--- config.mk ---
export PLATFORM = sky130hd
export DESIGN_NAME = acsr_setup_bank
export DESIGN_NICKNAME = d
export VERILOG_FILES = /design/src/acsr_setup_reg.v /design/src/acsr_setup_bank.v
export VERILOG_INCLUDE_DIRS = /design/src
export SDC_FILE = /design/constraint.sdc
export NUM_CORES = 1
export LEC_CHECK = 0
export ABC_AREA = 1
export BUFFER_PORTS_ARGS = -buffer_cell sky130_fd_sc_hd__buf_2
export CAP_MARGIN = 5
export CORE_ASPECT_RATIO = 1.1
export CORE_MARGIN = 2
export CORE_UTILIZATION = 40
export DETAILED_ROUTE_END_ITERATION = 12
export PLACE_DENSITY = 0.68
export SETUP_SLACK_MARGIN = 0.05
export SYNTH_ARGS = -nofsm -noshare
export SYNTH_HDL_FRONTEND = slang
export SYNTH_SLANG_ARGS = --single-unit
--- constraint.sdc ---
create_clock -name clk -period 2.9 [get_ports clk]
set_input_delay 0.29 -clock clk [delete_from_list [all_inputs] [get_ports clk]]
set_output_delay 0.29 -clock clk [all_outputs]
set_load 0.02 [all_outputs]
--- src/acsr_consts.vh ---
// Register indices, field positions and reset values of the setup bank
`ifndef ACSR_CONSTS_VH
`define ACSR_CONSTS_VH

// Register indices; byte address is four times the index
`define ACSR_IDX_SETUP0      6'h20
`define ACSR_IDX_SETUP1      6'h21
`define ACSR_IDX_SETUP2      6'h22
`define ACSR_IDX_SETUP3      6'h23
`define ACSR_IDX_STATUS      6'h24

// Field positions inside a setup word
`define ACSR_BIT_CODING      12
`define ACSR_BIT_POS_REFBUF  11
`define ACSR_BIT_NEG_REFBUF  10
`define ACSR_BIT_POS_INBUF   9
`define ACSR_BIT_NEG_INBUF   8
`define ACSR_BIT_OPEN_WIRE   7
`define ACSR_REFSEL_HI       5
`define ACSR_REFSEL_LO       4

// Reference select codes
`define ACSR_REF_EXTERNAL    2'h0
`define ACSR_REF_INTERNAL    2'h2
`define ACSR_REF_SUPPLY      2'h3

// Reset value and mask of writable bits
`define ACSR_SETUP_RESET     16'h1320
`define ACSR_SETUP_WMASK     16'h1fb0

// Status word field positions
`define ACSR_STAT_SETUP_HI   1
`define ACSR_STAT_SETUP_LO   0
`define ACSR_STAT_FAULT      2
`define ACSR_STAT_SEEN       3
`define ACSR_STAT_CFG_LO     16

`endif

--- src/acsr_setup_reg.v ---
// One 16-bit setup word with byte strobes and a writable-bit mask
`default_nettype none

module acsr_setup_reg #(
  parameter [15:0] RESET_VAL = 16'h1320,
  parameter [15:0] WMASK     = 16'h1fb0
) (
  // Clock and reset
  input  wire        clk,
  input  wire        rstn,
  // Write port
  input  wire        wr_en,
  input  wire [1:0]  wr_strb,
  input  wire [15:0] wr_data,
  // Stored value
  output wire [15:0] value
);

  reg [15:0] value_reg;
  reg [15:0] value_next;

  assign value = value_reg;

  //////////////////////////////////////////////////////////////////////////
  always @* begin
    value_next = value_reg;
    if (wr_en && wr_strb[0]) begin
      // Reserved bits never take written data
      value_next[7:0] = (value_reg[7:0] & ~WMASK[7:0]) |
                        (wr_data[7:0] & WMASK[7:0]);
    end
    if (wr_en && wr_strb[1]) begin
      value_next[15:8] = (value_reg[15:8] & ~WMASK[15:8]) |
                         (wr_data[15:8] & WMASK[15:8]);
    end
  end

  always @(posedge clk) begin
    if (!rstn) begin
      value_reg <= RESET_VAL;
    end else begin
      value_reg <= value_next;
    end
  end

endmodule

`default_nettype wire

--- src/acsr_setup_bank.v ---
// APB bank of four setup words and the per-conversion setup selection
//
// How it works
// - Bit 8 enables the negative analog input buffer; resets to one.
// - Bit 7 turns on open-wire burnout source and sink currents.
// - Bits 5:4 pick external, internal or supply-difference reference.
// - Reserved bits read zero, ignore writes; software writes them zero.
// - Setups one to three at 0x21-0x23 match setup zero, reset 0x1320.
// - Bit 12 selects unipolar (0) or bipolar offset-binary (1) coding.
// - Bits 11 and 10 enable positive and negative reference buffers.
// - Bit 9 enables the positive analog input buffer; resets to one.
`include "acsr_consts.vh"
`default_nettype none

module acsr_setup_bank #(
  parameter NUM_SETUPS = 4,
  parameter ADDR_W     = 8
) (
  // Clock and reset
  input  wire              clk,
  input  wire              rstn,
  // APB slave
  input  wire              psel,
  input  wire              penable,
  input  wire              pwrite,
  input  wire [ADDR_W-1:0] paddr,
  input  wire [31:0]       pwdata,
  input  wire [3:0]        pstrb,
  output wire [31:0]       prdata,
  output wire              pready,
  output wire              pslverr,
  // Conversion sequencer
  input  wire              conv_start,
  input  wire [1:0]        conv_setup_sel,
  input  wire              int_ref_enabled,
  // Settings applied to the running conversion
  output wire              pos_input_buffer_en,
  output wire              neg_input_buffer_en,
  output wire              pos_ref_buffer_en,
  output wire              neg_ref_buffer_en,
  output wire              open_wire_current_en,
  output wire              output_coding_sel,
  output wire [1:0]        reference_select,
  output wire [1:0]        applied_setup,
  output wire              ref_config_fault
);

  //////////////////////////////////////////////////////////////////////////
  // Address decode

  wire [ADDR_W-3:0] word_idx;
  wire              aligned;
  wire              hit_setup;
  wire              hit_status;
  wire              hit_any;
  wire [1:0]        setup_idx;
  wire              setup_phase;
  wire              access_phase;
  wire [5:0]        setup_base;

  // Setup words share the upper index bits of the first setup word
  assign setup_base   = `ACSR_IDX_SETUP0;

  assign word_idx     = paddr[ADDR_W-1:2];
  assign aligned      = (paddr[1:0] == 2'h0);
  assign setup_idx    = word_idx[1:0];
  assign hit_setup    = aligned &&
                        (word_idx[ADDR_W-3:2] ==
                         setup_base[5:2]) &&
                        ({30'h0, setup_idx} < NUM_SETUPS);
  assign hit_status   = aligned &&
                        (word_idx == `ACSR_IDX_STATUS);
  assign hit_any      = hit_setup || hit_status;
  assign setup_phase  = psel && !penable;
  assign access_phase = psel && penable;

  // Zero wait states: read data is staged in the setup cycle
  assign pready  = 1'b1;
  assign pslverr = access_phase && !hit_any;

  //////////////////////////////////////////////////////////////////////////
  // Setup words

  wire [16*NUM_SETUPS-1:0] setup_flat;

  genvar g;
  generate
    for (g = 0; g < NUM_SETUPS; g = g + 1) begin : g_setup
      localparam [1:0] G_IDX = g;
      wire wr_hit;
      assign wr_hit = access_phase && pwrite && hit_setup &&
                      (setup_idx == G_IDX);
      acsr_setup_reg #(
        .RESET_VAL (`ACSR_SETUP_RESET),
        .WMASK     (`ACSR_SETUP_WMASK)
      ) u_setup (
        .clk     (clk),
        .rstn    (rstn),
        .wr_en   (wr_hit),
        .wr_strb (pstrb[1:0]),
        .wr_data (pwdata[15:0]),
        .value   (setup_flat[16*g +: 16])
      );
    end
  endgenerate

  //////////////////////////////////////////////////////////////////////////
  // Applied configuration, latched at each conversion start

  reg  [15:0] applied_reg;
  reg  [15:0] applied_next;
  reg  [1:0]  applied_setup_reg;
  reg  [1:0]  applied_setup_next;
  reg         seen_reg;
  reg         fault_reg;
  wire        fault_next;
  wire [15:0] sel_word;

  assign sel_word = setup_flat[16*conv_setup_sel +: 16];

  // A write lands in the bank at once but reaches the analog front end
  // only at the next conversion start, so a running conversion is stable
  always @* begin
    applied_next       = applied_reg;
    applied_setup_next = applied_setup_reg;
    if (conv_start) begin
      applied_next       = sel_word & `ACSR_SETUP_WMASK;
      applied_setup_next = conv_setup_sel;
    end
  end

  // Internal code without the reference switched on gives no reference
  assign fault_next =
    (applied_reg[`ACSR_REFSEL_HI:`ACSR_REFSEL_LO] ==
     `ACSR_REF_INTERNAL) && !int_ref_enabled;

  always @(posedge clk) begin
    if (!rstn) begin
      applied_reg       <= `ACSR_SETUP_RESET;
      applied_setup_reg <= 2'h0;
      seen_reg          <= 1'b0;
      fault_reg         <= 1'b0;
    end else begin
      applied_reg       <= applied_next;
      applied_setup_reg <= applied_setup_next;
      seen_reg          <= seen_reg | conv_start;
      fault_reg         <= fault_next;
    end
  end

  assign output_coding_sel    = applied_reg[`ACSR_BIT_CODING];
  assign pos_ref_buffer_en    = applied_reg[`ACSR_BIT_POS_REFBUF];
  assign neg_ref_buffer_en    = applied_reg[`ACSR_BIT_NEG_REFBUF];
  assign pos_input_buffer_en  = applied_reg[`ACSR_BIT_POS_INBUF];
  assign neg_input_buffer_en  = applied_reg[`ACSR_BIT_NEG_INBUF];
  assign open_wire_current_en = applied_reg[`ACSR_BIT_OPEN_WIRE];
  assign reference_select     =
    applied_reg[`ACSR_REFSEL_HI:`ACSR_REFSEL_LO];
  assign applied_setup        = applied_setup_reg;
  assign ref_config_fault     = fault_reg;

  //////////////////////////////////////////////////////////////////////////
  // Read data

  reg  [31:0] prdata_reg;
  reg  [31:0] prdata_next;
  wire [31:0] status_word;
  wire [15:0] rd_setup;

  assign rd_setup    = setup_flat[16*setup_idx +: 16];
  assign status_word = {applied_reg, 12'h000, seen_reg, fault_reg,
                        applied_setup_reg};

  always @* begin
    prdata_next = prdata_reg;
    if (setup_phase) begin
      if (hit_setup) begin
        prdata_next = {16'h0000, rd_setup};
      end else if (hit_status) begin
        prdata_next = status_word;
      end else begin
        prdata_next = 32'h0000_0000;
      end
    end
  end

  always @(posedge clk) begin
    if (!rstn) begin
      prdata_reg <= 32'h0000_0000;
    end else begin
      prdata_reg <= prdata_next;
    end
  end

  assign prdata = prdata_reg;

endmodule

`default_nettype wire

======== Yosys cells after proc, flatten, opt, wreduce, memory -nomap -nowiden ========
Cells that the tools add are included.
operators by class
  add/subtract/negate cells ............... 0
  multiply operators ...................... 0
  div/mod/pow operators ................... 0
  order comparisons ....................... 0
  eq/ne operators ......................... 6
  shift-type cells ........................ 2
  mux-type cells .......................... 2
  bitwise operators ....................... 9
  reductions and logical operators ........ 26
operators by type and width
  cell                                                                   number
  64-bit by 7-bit indexed part select with 13-bit output                 1
  64-bit by 7-bit indexed part select with 16-bit output                 1
  29-bit two-way mux                                                     2
  7-bit by 8-bit OR with 8-bit output                                    4
  8-bit by 5-bit OR with 8-bit output                                    4
  1-bit logical AND                                                      20
  2-bit equality test, second input constant                             3
  6-bit equality test, second input constant                             1
  4-bit equality test, second input constant                             1
  2-bit logical NOT                                                      2
  1-bit logical NOT                                                      3
  2-bit by 1-bit equality test with 1-bit output, second input constant  1
  1-bit logical OR                                                       1
  1-bit OR                                                               1
storage, ports and cells
  register bits ........................... 108
  bits in latches ......................... 0
  memory bits (writable) .................. 0
  ROM bits ................................ 0
  input bits .............................. 53
  output and inout bits ................... 45
  logic and storage cells ................. 58
  memories ................................ 0

======== Logic depth before layout (Yosys ltp) ========
Gate-level depths: netlist of run 1.
  word-level depth ........................ 5
  depth in mapped cells ................... 9
  depth with buffers taken out ............ 7

======== By module ========
From an unflattened synthesis of run 1, not the netlist that was laid out.
second synthesis, totals
  cell total of the unflattened synthesis .. 555
  area total of the unflattened synthesis .. 3814.9 sq um
modules (own cells, without submodules)
  module           times used  cells each  area each (sq um)  sequential area each (sq um)
  acsr_setup_bank  1           347         2303.5             720.7
  acsr_setup_reg   4           52          377.9              160.2

======== Worst setup path before layout of run 1 ========
OpenSTA, ideal clock, no wires.
  kind .................................... in2out
  start ................................... input port paddr[0]
  end ..................................... output port pslverr
  data arrival time ....................... 1.206 ns
  required time ........................... 2.610 ns
  slack ................................... 1.404 ns
  stages .................................. 7
  path buffers ............................ 1
  cells stage by stage .................... inv_1 > nand2_1 > nor2_2 > inv_1 > nor2_2 > buf_4 > nor3b_1
between the ends
  longest elaborated chain between the ends .. 5
  elaborated cells between the ends (all ways) .. 6
  classes of those cells .................. reduce/logical: 6
ends and longest elaborated chain
  element                                      line                                        text
  start: declaration                           acsr_setup_bank.v:26                        input wire [ADDR_W-1:0] paddr,
  2-bit logical NOT *                          acsr_setup_bank.v:65                        assign aligned = (paddr[1:0] == 2'h0);
  1-bit logical AND, on equally long branches  acsr_setup_bank.v:67, acsr_setup_bank.v:71
  1-bit logical OR *                           acsr_setup_bank.v:73                        assign hit_any = hit_setup || hit_status;
  1-bit logical NOT *                          acsr_setup_bank.v:79                        assign pslverr = access_phase && !hit_any;
  1-bit logical AND *                          acsr_setup_bank.v:79
  end: declaration                             acsr_setup_bank.v:31                        output wire pslverr,
Mark *: on every way between the ends. The rest lies on a longest branch, timed or not.

======== Worst setup path in the final report of run 1 ========
  start ................................... input port paddr[6]
  end ..................................... output port pslverr
between the ends
  longest elaborated chain between the ends .. 5
  elaborated cells between the ends (all ways) .. 7
  classes of those cells .................. eq/ne: 2; reduce/logical: 5
ends and longest elaborated chain
  element                                                                             line
  6-bit equality test (no source line) / 4-bit equality test (equally long branches)  n/a
  1-bit logical AND, on equally long branches                                         acsr_setup_bank.v:71, acsr_setup_bank.v:67
  1-bit logical OR *                                                                  acsr_setup_bank.v:73
  1-bit logical NOT *                                                                 acsr_setup_bank.v:79
  1-bit logical AND *                                                                 acsr_setup_bank.v:79
Marked as above.

==> flow_metrics.py, run 1 <==
metrics = {
    "routing": {
        "dr_wl_met3_microns": 538,
        "wl_per_cell_microns": 13.8,
        "first_pass_iters": 5,
        "vias_per_cell": 5.17,
        "met1_length_microns": 3800,
        "drt_iter0_drc": 245,
        "vias": 3202,
        "postRouteAntennaNets": 0,
        "drc": 0,
        "highest_layer": "met4",
        "met2_length_microns": 3960,
        "drt_wl_total_microns": 8550,
    },
    "timing": {
        "rsz0062_at_grt": "false",
        "fin_crit_sh_pct": 60.4,
        "worstMarginPinSlew_ps": 643,
        "skew_ps": 10.9,
        "setup_viol": 0,
        "timing.max_slew.rel_slack_pct": 57.0,
        "max_freq_mhz": 571,
        "slew_viol_final": 0,
        "hold_violations": 0,
        "setup_tns_ps": 0,
        "setup_ws_ps": 1150,
        "period_needed_ps": 1750,
        "whs_ps": 100,
    },
    "logic_synthesis": {
        "syn-cell-area_sq_um": 3200,
        "synth_cell_types": 26,
        "ys_ff_latch": 65,
        "synth.top_cell.area_share_pct": 40.7,
        "ys_seq_area_share_pct": 40.7,
        "yosys.area.top_type": "dfxtp_1",
        "synthCells": 460,
        "synthTopCellsByArea": "dfxtp_1 41%, nand2_1 12%, nand4_1 8.4%",
        "yosysWarningCount": 0,
        "syn_area_per_cell_sq_um": 6.96,
    },
    "run": {
        "maxCapViolations": 0,
    },
    "critical_path": {
        "critPathMaxFanout": 13,
        "cp.required_ps": 2610,
        "worstReg2RegStart": "g_setup[2].u_setup.value[4]",
        "crit_path_start": "paddr[6]",
        "r2r_cells": 4,
        "reg2reg_setup_slack_ps": 1980,
        "critPathKind": "in2out",
        "endpoint_kind": "output port",
        "r2r_end": "applied_reg[4]",
        "arrival_ps": 1460,
        "worstSetupStartpointType": "input pin",
    },
    "clock_network": {
        "cts_setup_buffers": 0,
        "clk_latency_ps": 350,
        "cts_resized": 0,
        "cts-root-buf": "clkbuf_8",
        "clockBufferDepth": 2,
        "cts_tree": "yes",
        "hold_buffers": 0,
        "numCtsBuffers": 9,
        "clock-sinks": 65,
        "clk_pin_slew_ps": 70,
        "htree_levels": 3,
    },
    "pwr": {
        "p_leak_uw": 0.00167,
        "powerDensity_nw_per_um2": 529,
        "finalPower_uw": 1940,
        "vdd_ir_drop_max_v": 0.000233,
    },
    "run_status": {
        "status": "finished clean",
    },
    "min_path": {
        "min_path_type": "in2reg",
        "holdPathEnd": "ref_config_fault",
        "holdPathStages": 2,
        "hp-start": "int_ref_enabled",
    },
    "layout": {
        "nets": 559,
        "syn_to_final_growth_pct": 14.9,
        "fin_cells": 619,
        "drive_above_1_share_pct": 19.4,
        "largest_reg_flops": 32,
        "diodes": 0,
    },
    "placed_design": {
        "routabilityCongestion": 0.786,
        "place_hpwl_microns": 6010,
        "post-place-ws_ps": 819,
        "dp.cells": 603,
        "io_buffers": 62,
    },
    "global_route": {
        "gr-total-overflow": 0,
        "antenna_found_initial": 0,
        "grt_pass1_wl_microns": 13800,
        "grt_pass1_vias": 2820,
        "grt_use_total_pct": 20.3,
        "grt_max_degree": 49,
    },
    "floorplanning": {
        "dieArea_sq_um": 8730,
        "fp.dieW_microns": 89.3,
        "placementRows": 34,
        "die_y_microns": 97.8,
        "num_io_pins": 98,
        "coreArea_sq_um": 7830,
        "start_util_pct": 40.9,
    },
}
through the flow:
step                      utilization [%]  cell area, sq um
final                                47.0              3680
after global routing                 47.0              3680
after CTS                            47.0              3680
after detailed placement             44.3              3470
after global placement               44.3              3470
after floorplan                         -              3230
where the power goes:
group	internal, uW	switching [uW]
logic	62.3	163
clock network	444	350
registers	913	12.6
worst max-delay path, cell delays in order:
cell and delay, ps:
buf_2 100, inv_1 40, nand2_1 50, nor2_2 220, inv_1 80, nor2_2 400, nor3b_1 100, buf_2 180
layer usage:
layer,vias to the layer above,GRT usage [%]
met5,-,0
met4,0,9.53
met3,18,3.80
met2,131,31.9
met1,1442,26.7
li1,1611,-
cells in the mapped netlist, drive strengths merged:
cell    number
nand2      100
nor2        71
dfxtp       65
nand3       44
nand4       43
o21ai       30
a21oi       27
buf         27
inv         27
clkbuf      12
o22ai        4
clkinv       2
conb         2
o21bai       2
nand3b       1
nor3         1
nor3b        1
o211ai       1
cell families after synthesis:
| logic type | after synthesis | synth area share [%] |
|---|---|---|
| DFF | 65 | 40.7 |
| other | 2 | 0.235 |
| and+or+nand+nor | 261 | 37.8 |
| AOI/OAI and AO/OA | 64 | 10.4 |
| buffers and inverters | 68 | 10.9 |
cell usage in the layout, fill, tap and decap left out, types with 5 or more instances in the layout:
cell	n
buf_2	62
nor2_1	62
nand2_1	99
a21oi_1	27
buf_4	5
nor2_2	5
dfxtp_1	65
nand4_1	43
clkbuf_8	11
inv_1	23
o21ai_0	30
conb_1	9
nand3_1	41
worst max-delay path by stage:
| stage | cells after the start | slack (ps) | endpoint |
|---|---|---|---|
| 5_1_grt | 7 | 1030 | g_setup[1].u_setup.value[8] |
| 2_1_floorplan | 7 | 1400 | pslverr |
| 6_report | 8 | 1150 | pslverr |
| 3_3_place_gp | 8 | 860 | g_setup[2].u_setup.value[5] |
| 4_1_cts | 8 | 1140 | pslverr |
| 3_5_place_dp | 8 | 820 | g_setup[2].u_setup.value[5] |
area by class of cell:
class                      instances  area, sq um
clock buffer                      12          155
clock inverter                     4         51.3
fill                             856         4150
inverter                          29          109
multi-input combinational        334         1580
sequential                        65         1300
tap                              108          135
timing repair buffer              67          348
No activity file was read; power rests on OpenSTA's default activity.
==> run 2: changes to the inputs <==
==> constraint.sdc (replaced) <==
create_clock -name clk -period 1.78 [get_ports clk]
set_input_delay 0.178 -clock clk [delete_from_list [all_inputs] [get_ports clk]]
set_output_delay 0.178 -clock clk [all_outputs]
set_load 0.02 [all_outputs]
==> flow_metrics.py, run 2 (same netlist as run 1, synthesis figures left out) <==
metrics = {
    "routing": {
        "drt_iter0_drc": 243,
        "drc": 0,
        "postRouteAntennaNets": 0,
        "vias_per_cell": 5.10,
        "vias": 3190,
        "first_pass_iters": 5,
        "wl_per_cell_microns": 13.6,
        "drt_wl_total_microns": 8500,
    },
    "floorplanning": {
        "num_io_pins": 98,
        "die_y_microns": 97.8,
        "start_util_pct": 40.9,
        "dieArea_sq_um": 8730,
        "coreArea_sq_um": 7830,
        "placementRows": 34,
        "fp.dieW_microns": 89.3,
    },
    "global_route": {
        "gr-total-overflow": 0,
        "grt_max_degree": 37,
        "grt_use_total_pct": 20.1,
        "grtUsageMet1_pct": 27.5,
        "met3_usage_pct": 3.04,
        "grt_pass1_vias": 2860,
        "top_usage_layer": "met2",
        "antenna_found_initial": 0,
        "grt_pass1_wl_microns": 13800,
        "use_met2_pct": 32.1,
    },
    "layout": {
        "drive_above_1_share_pct": 20.1,
        "largest_reg_flops": 32,
        "fin_cells": 625,
        "diodes": 0,
        "mostFrequentLayoutCell": "nand2_1",
        "finish.utilization_pct": 47.5,
        "nets": 567,
        "fill_cells": 835,
        "syn_to_final_growth_pct": 16.1,
        "layout_common_cells": "99 x nand2_1, 65 x dfxtp_1, 62 x nor2_1, 62 x buf_2, 43 x nand4_1",
        "fin_area_sq_um": 3720,
    },
    "placed_design": {
        "place_hpwl_microns": 6350,
        "post_dp_cell_area_sq_um": 3520,
        "io_buffers": 62,
        "routabilityCongestion": 0.842,
        "dp.cells": 610,
    },
    "clock_network": {
        "cts_tree": "yes",
        "numCtsBuffers": 9,
        "cts-root-buf": "clkbuf_8",
        "clockBufferDepth": 2,
        "cts_setup_buffers": 0,
        "clk_latency_ps": 340,
        "clk_pin_slew_ps": 70,
        "clock-sinks": 65,
        "htree_levels": 3,
        "cts_resized": 0,
    },
    "pwr": {
        "vdd_ir_drop_max_v": 0.000325,
        "p_sw_uw": 825,
        "clkPwrFrac_pct": 39.1,
        "seq_power_share_pct": 48.8,
        "internal_power_uw": 2270,
        "p_leak_uw": 0.00170,
        "p_sw_share_pct": 26.7,
        "comb_power_share_pct": 12.1,
        "powerDensity_nw_per_um2": 831,
    },
    "timing": {
        "fin_crit_sh_pct": 74.3,
        "rsz0062_at_grt": "false",
        "setup_tns_ps": 0,
        "setup_viol": 0,
        "hold_violations": 0,
        "skew_ps": 6.95,
        "slew_viol_final": 0,
        "period_needed_ps": 1320,
        "max_freq_mhz": 756,
    },
    "critical_path": {
        "r2r_cells": 4,
        "endpoint_kind": "output port",
        "worstSetupStartpointType": "input pin",
        "critPathKind": "in2out",
        "cp.required_ps": 1600,
        "arrival_ps": 1150,
        "critPathMaxFanout": 7,
    },
    "min_path": {
        "min_path_type": "in2reg",
        "holdPathStages": 3,
    },
    "run_status": {
        "status": "finished clean",
    },
    "run": {
        "maxCapViolations": 0,
    },
}
[run 2: changes by cell type in the layout (fill, tap and decap cells not counted)]
cell	previous run	this run
dlygate4sd3_1	0	1
clkinv_4	1	0
buf_4	5	12
clkbuf_8	11	10
[run 2: area by class of cell]
class / count / area [sq um] / area share [%]
tap: 108 / 135 / 3.64
timing repair buffer: 75 / 410 / 11.0
clock buffer: 11 / 141 / 3.80
inverter: 29 / 109 / 2.93
clock inverter: 3 / 42.5 / 1.14
multi-input combinational: 334 / 1580 / 42.4
sequential: 65 / 1300 / 35.0
[run 2: power by group through the flow]
stage	Combinational [uW]	Clock, uW	Sequential (uW)
floorplan	217	0	1580
detailed placement	370	0	1540
global route	414	1310	1510
global placement	362	0	1540
finish	373	1210	1510
CTS	372	1230	1510
[run 2: metrics by stage]
step | hold slack (ps) | setup WS (ps) | total power [uW]
after global routing | 156 | 347 | 3230
after floorplan | 255 | 508 | 1800
after detailed placement | 344 | 324 | 1910
final | 150 | 457 | 3090
after CTS | 144 | 430 | 3110
after global placement | 344 | 342 | 1900
[run 2: layer usage]
| layer | routed length (microns) | share of wire (%) |
|---|---|---|
| met5 | 0 | 0 |
| met4 | 103 | 1.2 |
| met3 | 523 | 6.2 |
| met2 | 3950 | 46 |
| met1 | 3920 | 46 |
[run 2: repair_timing]
item,4_1_cts,5_1_grt
endpoints found under the setup margin,0,0
hold buffers,1,0
hold endpoints to repair,1,0
[run 2: path summary, 6_finish.rpt]
path	slack [ps]	endpoint	from
max	460	pslverr	paddr[6]
min	150	g_setup[2].u_setup.value[5]	pwdata[5]
max reg2reg	870	applied_reg[7]	g_setup[1].u_setup.value[7]
min reg2reg	460	prdata[8]	prdata[8]
[run 2: worst max-delay path, stage by stage]
cell,delay [ps]
buf_2,100
inv_1,40
nand2_1,50
nor2_2,200
inv_1,80
nor2_2,240
nor3b_1,80
buf_2,170
